**src/frisa_consts.svh**
```systemverilog
// Constants for the file-register increment, OR and shift datapath.
// Assumes inclusion by bare name from the design files under src/.
`ifndef FRISA_CONSTS_SVH
`define FRISA_CONSTS_SVH

// Reset values
`define FRISA_ACC_RST    8'h00
`define FRISA_RESULT_RST 8'h00
`define FRISA_ZERO_RST   1'b0
`define FRISA_CARRY_RST  1'b0

// Destination select encodings
`define FRISA_DEST_ACC   1'b0
`define FRISA_DEST_FILE  1'b1

// Documented operand width and file address width
`define FRISA_DATA_W     8
`define FRISA_ADDR_W     7

// Increment step
`define FRISA_INC_STEP   1

`endif

```
**src/frisa_pkg.sv**
```systemverilog
// Types for the file-register increment, OR and shift datapath.
// Assumes nothing beyond a SystemVerilog compiler.
package frisa_pkg;

  typedef enum logic [1:0] {
    increment_file_op           = 2'h0,
    or_accumulator_with_file_op = 2'h1,
    shift_left_logical_op       = 2'h2,
    shift_right_logical_op      = 2'h3
  } frisa_op_t;

endpackage : frisa_pkg

```
**src/frisa_alu_if.sv**
```systemverilog
// Carrier between the datapath top and its arithmetic unit.
// Assumes both ends use the same data width.
`timescale 1ns/1ps
interface frisa_alu_if #(
  parameter int DATA_W = 8
);
  frisa_pkg::frisa_op_t op;
  logic [DATA_W-1:0]    operand;
  logic [DATA_W-1:0]    acc;
  logic [DATA_W-1:0]    result;
  logic                 carry_out;
  logic                 carry_upd;
  logic                 zero_out;

  modport ctrl (output op, output operand, output acc,
                input result, input carry_out, input carry_upd, input zero_out);
  modport unit (input op, input operand, input acc,
                output result, output carry_out, output carry_upd, output zero_out);
endinterface : frisa_alu_if

```
**src/frisa_alu_unit.sv**
```systemverilog
// Combinational arithmetic unit: increment, inclusive OR and logical shifts.
// Assumes the top registers result, carry and zero and uses carry_upd unregistered; nothing here holds state.
`timescale 1ns/1ps
`include "frisa_consts.svh"
module frisa_alu_unit #(
  parameter int DATA_W = 8
) (
  frisa_alu_if.unit alu
);

  // The shifts need a bit 1 to move from
  if (DATA_W < 2) begin : g_bad_data_w
    $error("frisa_alu_unit: DATA_W must be at least 2");
  end

  wire [DATA_W-1:0] inc_result;
  wire [DATA_W-1:0] or_result;
  wire [DATA_W-1:0] shl_result;
  wire [DATA_W-1:0] shr_result;
  wire              is_shl;
  wire              is_shr;

  // Plain width-limited sum: the top value wraps to zero
  assign inc_result = alu.operand + DATA_W'(`FRISA_INC_STEP);
  assign or_result  = alu.acc | alu.operand;
  assign shl_result = {alu.operand[DATA_W-2:0], 1'b0};
  assign shr_result = {1'b0, alu.operand[DATA_W-1:1]};

  assign is_shl = (alu.op == frisa_pkg::shift_left_logical_op);
  assign is_shr = (alu.op == frisa_pkg::shift_right_logical_op);

  assign alu.result = (alu.op == frisa_pkg::increment_file_op)           ? inc_result :
                      (alu.op == frisa_pkg::or_accumulator_with_file_op) ? or_result  :
                      is_shl                                             ? shl_result :
                                                                           shr_result;

  // Only the shifts touch carry; increment and OR leave it alone
  assign alu.carry_upd = is_shl | is_shr;
  assign alu.carry_out = is_shl ? alu.operand[DATA_W-1] : alu.operand[0];
  assign alu.zero_out  = (alu.result == '0);

endmodule : frisa_alu_unit

```
**src/frisa_datapath.sv**
```systemverilog
// Execution datapath for the file-register increment, OR and shift instructions.
// Assumes decode presents one instruction per cycle with its file operand already read.
`timescale 1ns/1ps
`include "frisa_consts.svh"
module frisa_datapath #(
  parameter int DATA_W = `FRISA_DATA_W,
  parameter int ADDR_W = `FRISA_ADDR_W
) (
  // Clock and reset
  input  wire logic                 clk_sys_i,
  input  wire logic                 rst_i,
  // Instruction request from decode
  input  wire logic                 op_valid_i,
  input  wire frisa_pkg::frisa_op_t op_code_i,
  input  wire logic                 dest_sel_i,
  input  wire logic [ADDR_W-1:0]    file_addr_i,
  input  wire logic [DATA_W-1:0]    file_data_i,
  // Accumulator load by other instructions
  input  wire logic                 acc_load_i,
  input  wire logic [DATA_W-1:0]    acc_load_data_i,
  // File register write-back
  output logic                      file_we_o,
  output logic [ADDR_W-1:0]         file_addr_o,
  output logic [DATA_W-1:0]         file_wdata_o,
  // Architectural state
  output logic [DATA_W-1:0]         acc_o,
  output logic                      zero_o,
  output logic                      carry_o,
  output logic                      done_o
);

  // Refused at elaboration, so a bad width never reaches simulation
  if (DATA_W < 2 || DATA_W > 8) begin : g_bad_data_w
    $error("frisa_datapath: DATA_W must lie between 2 and 8");
  end
  if (ADDR_W < 1) begin : g_bad_addr_w
    $error("frisa_datapath: ADDR_W must be at least 1");
  end

  frisa_alu_if #(.DATA_W(DATA_W)) alu ();

  frisa_alu_unit #(.DATA_W(DATA_W)) i_frisa_alu_unit (
    .alu (alu.unit)
  );

  logic [DATA_W-1:0] acc;
  logic [DATA_W-1:0] result;
  logic [ADDR_W-1:0] addr;
  logic              file_we;
  logic              zero;
  logic              carry;
  logic              done;

  wire               to_acc;
  wire               to_file;
  wire [DATA_W-1:0]  next_acc;
  wire               next_carry;

  assign alu.op      = op_code_i;
  assign alu.operand = file_data_i;
  assign alu.acc     = acc;

  assign to_acc  = op_valid_i && (dest_sel_i == `FRISA_DEST_ACC);
  assign to_file = op_valid_i && (dest_sel_i == `FRISA_DEST_FILE);

  // An accumulator-destination result wins over a load from elsewhere in the same cycle
  assign next_acc   = to_acc     ? alu.result      :
                      acc_load_i ? acc_load_data_i : acc;
  assign next_carry = (op_valid_i && alu.carry_upd) ? alu.carry_out : carry;

  always_ff @(posedge clk_sys_i or posedge rst_i) begin
    if (rst_i) begin
      acc   <= DATA_W'(`FRISA_ACC_RST);
      carry <= `FRISA_CARRY_RST;
      zero  <= `FRISA_ZERO_RST;
    end else begin
      acc   <= next_acc;
      carry <= next_carry;
      if (op_valid_i) begin
        zero <= alu.zero_out;
      end
    end
  end

  // Write-back is one pulse a cycle after the request, paired with its address
  always_ff @(posedge clk_sys_i or posedge rst_i) begin
    if (rst_i) begin
      result  <= DATA_W'(`FRISA_RESULT_RST);
      addr    <= '0;
      file_we <= 1'b0;
      done    <= 1'b0;
    end else begin
      file_we <= to_file;
      done    <= op_valid_i;
      if (op_valid_i) begin
        result <= alu.result;
        addr   <= file_addr_i;
      end
    end
  end

  assign file_we_o    = file_we;
  assign file_addr_o  = addr;
  assign file_wdata_o = result;
  assign acc_o        = acc;
  assign zero_o       = zero;
  assign carry_o      = carry;
  assign done_o       = done;

  wire is_inc = op_valid_i && (op_code_i == frisa_pkg::increment_file_op);
  wire is_or  = op_valid_i && (op_code_i == frisa_pkg::or_accumulator_with_file_op);
  wire is_shl = op_valid_i && (op_code_i == frisa_pkg::shift_left_logical_op);
  wire is_shr = op_valid_i && (op_code_i == frisa_pkg::shift_right_logical_op);
endmodule : frisa_datapath

```
**config.mk**
```make
export PLATFORM = sky130hd
export DESIGN_NAME = frisa_datapath
export DESIGN_NICKNAME = d
export VERILOG_FILES = /design/src/frisa_pkg.sv /design/src/frisa_alu_if.sv /design/src/frisa_alu_unit.sv /design/src/frisa_datapath.sv
export VERILOG_INCLUDE_DIRS = /design/src /design/src/src
export SDC_FILE = /design/constraint.sdc
export NUM_CORES = 1
export LEC_CHECK = 0
export ABC_AREA = 1
export BUFFER_PORTS_ARGS = -buffer_cell sky130_fd_sc_hd__buf_2
export CORE_MARGIN = 3
export CORE_UTILIZATION = 50
export CTS_BUF_LIST = sky130_fd_sc_hd__clkbuf_16
export CTS_CLUSTER_DIAMETER = 200
export CTS_CLUSTER_SIZE = 24
export DETAILED_ROUTE_END_ITERATION = 12
export PLACE_DENSITY = 0.81
export SYNTH_ARGS = -nofsm -noshare
export SYNTH_HDL_FRONTEND = slang
export SYNTH_SLANG_ARGS = --single-unit
```
**constraint.sdc**
```tcl
create_clock -name clk_sys_i -period 2.5 [get_ports clk_sys_i]
set_input_delay 0 -clock clk_sys_i [delete_from_list [all_inputs] [get_ports clk_sys_i]]
set_output_delay 0 -clock clk_sys_i [all_outputs]
set_load 0.03 [all_outputs]
```
==> results_dict.tcl <==
set metrics [dict create \
    synth.distinct_cells 16 \
    nets 310 \
    relSlewSlack_pct 34.4 \
    max_freq_mhz 548 \
    min_period_ns 1.82 \
    die_w_um 60.4 \
    combPwrFrac_pct 27.9 \
    synth_area_per_cell_um2 6.95 \
    hpwl_um 2900 \
    grt_start_max_net_pins 28 \
    critPathMaxFanout 23 \
    tns_ns 0 \
    status "complete, but fails checks" \
    drt_iter0_markers 71 \
    setup_violations 0 \
    grt_pass1_wl_um 6190 \
    ios 57 \
    hold_ws_ns -0.0345 \
    dieArea_um2 3650 \
    ir_drop_mv 0.679 \
    synth_seq_cells 27 \
    p_clk_share_pct 29.9 \
    powerDensity_nw_per_um2 618 \
    met2_usage_pct 36.1 \
    netlist_instances 213 \
    clock_latency_ns 0.26 \
    ys_seq_area_share_pct 45.6 \
    cts_sinks 27 \
    violations "hold timing" \
    syn_nets 244 \
    p_total_mw 1.21 \
    pwr-share-seq_pct 42.2 \
    wl_per_cell_um 12.7 \
    fp.dieH_um 60.4 \
    required_ns 2.70 \
    rsz0062_at_grt "no" \
    cts.path.max_buffers 2 \
    cts_max_level 1 \
    layout_common_cells "79 x nand2_1, 56 x buf_2, 27 x dfrtp_1, 24 x inv_1, 23 x o21ai_0" \
    drv_slew 0 \
    clock-root-buffer "clkbuf_16" \
    area_growth_pct 32.0 \
    diodes 0 \
    use_met3_pct 4.26 \
    internal_power_mw 0.804 \
    timing.final.crit_share_pct 73.0 \
    cap_viol_max_count 0 \
    p_switching_mw 0.404 \
    antenna_left 0 \
    grt_busiest_layer "met2" \
    endpoint_kind "flip-flop" \
    worstPathArrival_ns 2.03 \
    worst_slew_pin_slew_ns 0.983 \
    core_area_um2 2780 \
    p_leak_nw 1.09 \
    port_buffers 56 \
    drc 0 \
    vias_per_cell 5.19 \
    hold_viol 27 \
    cts_buffers 3 \
    routed-via-count 1603 \
    first_pass_iters 4 \
    wl_um 3940 \
    skew_ns 0.00664 \
    grt_usage_pct 22.5 \
    hold_class "input pin to async pin" \
    antenna_found_initial 0 \
    worstRegToRegCells 7 \
    grt_overflow 0 \
    sw_frac_of_total_pct 33.5 \
    tritoncts "yes" \
    use_met1_pct 30.7 \
    place_congestion 0.902 \
    num_rows 19 \
    layout_commonest_cell "nand2_1" \
    drive_above_1_share_pct 23.7 \
    crit_type "input pin to flip-flop" \
    clk_pin_slew_ns 0.07 \
    startpoint_type "input pin" \
    start_util_pct 53.2 \
    grt_pass1_vias 1411 \
    synth_warnings 0 \
    syn-cell-area_um2 1480 \
]
## state kept, by name (all words and copies together), names as in the netlist
register and cells:
carry_o 1, zero_o 1, done_o 1, file_wdata_o 8
file_we_o 1, acc_o 8, file_addr_o 7
## critical path, stage by stage
cell           delay (ns)
dlygate4sd3_1        0.52
buf_2                0.24
inv_1                0.32
nor2_2               0.38
inv_2                0.14
o21ai_0              0.10
a21oi_1              0.06
a31o_2               0.22
inv_1                0.04
## cell families (layout without fill, tap and decap cells)
kind of cell / after synthesis / after routing / synth area share (%)
AND/OR/NAND/NOR: 113 / 113 / 30.8
AO/OA/AOI/OAI: 42 / 42 / 15.1
flip-flops: 27 / 27 / 45.6
buffers and inverters: 30 / 95 / 7.61
adder cells (fa/ha/maj): 1 / 1 / 0.845
## path summary, 6_finish.rpt
check                                    from        endpoint  slack [ns]
setup / recovery                   op_valid_i        acc_o[7]        0.68
hold / removal                          rst_i  file_addr_o[6]       -0.03
setup reg to reg                     acc_o[0]          zero_o        1.28
hold reg to reg                file_addr_o[4]  file_addr_o[4]        0.47
max in group asynchronous               rst_i        acc_o[5]        1.93
min in group clk_sys_i     acc_load_data_i[1]        acc_o[1]        0.01
## layout make-up
cell class	instances	area (µm²)
fill	243	827
multi-input combinational	156	692
sequential	27	676
timing repair buffer	65	370
inverter	26	97.6
clock buffer	3	75.1
tap	31	38.8
clock inverter	1	5.00
## synthesized netlist by cell type
library cell	n	area [µm²]
a21oi_1	14	70.1
a31o_2	1	8.76
clkbuf_1	4	15.0
dfrtp_1	27	676
ha_1	1	12.5
inv_1	24	90.1
inv_2	2	7.51
nand2_1	79	297
nand3_1	17	85.1
nand4_1	1	6.26
nor2_1	13	48.8
nor2_2	3	18.8
o211ai_1	2	15.0
o21a_1	1	7.51
o21ai_0	23	115
o21bai_1	1	7.51
## power groups by stage
stage	clock [mW]	combinational, mW	sequential, mW
2_1_floorplan	0	0.119	0.610
3_3_place_gp	0	0.318	0.518
3_5_place_dp	0	0.323	0.518
4_1_cts	0.362	0.336	0.510
5_1_grt	0.372	0.371	0.516
6_report	0.361	0.337	0.510
## routing by layer
layer | vias to the layer above | part of all wire (%)
met4 | 0 | 1.5
met2 | 70 | 46
met3 | 6 | 7.9
met5 | - | 0
li1 | 812 | -
met1 | 715 | 44
## stage by stage
| step | area (µm²) | std cells | util (%) | setup WS, ns |
|---|---|---|---|---|
| after floorplan | 1480 | 213 | - | 1.34 |
| after global placement | 1780 | 296 | 64.1 | 0.983 |
| after detailed placement | 1780 | 296 | 64.1 | 0.960 |
| after CTS | 1950 | 309 | 70.3 | 0.685 |
| after global routing | 1950 | 309 | 70.3 | 0.544 |
| final | 1950 | 309 | 70.3 | 0.675 |
## what timing repair did
item,in CTS,in global routing
hold buffers,9,0
buffers inserted,0,0
hold endpoints to repair,9,0
resized for setup,0,0
No activity file was read; power rests on OpenSTA's default activity.
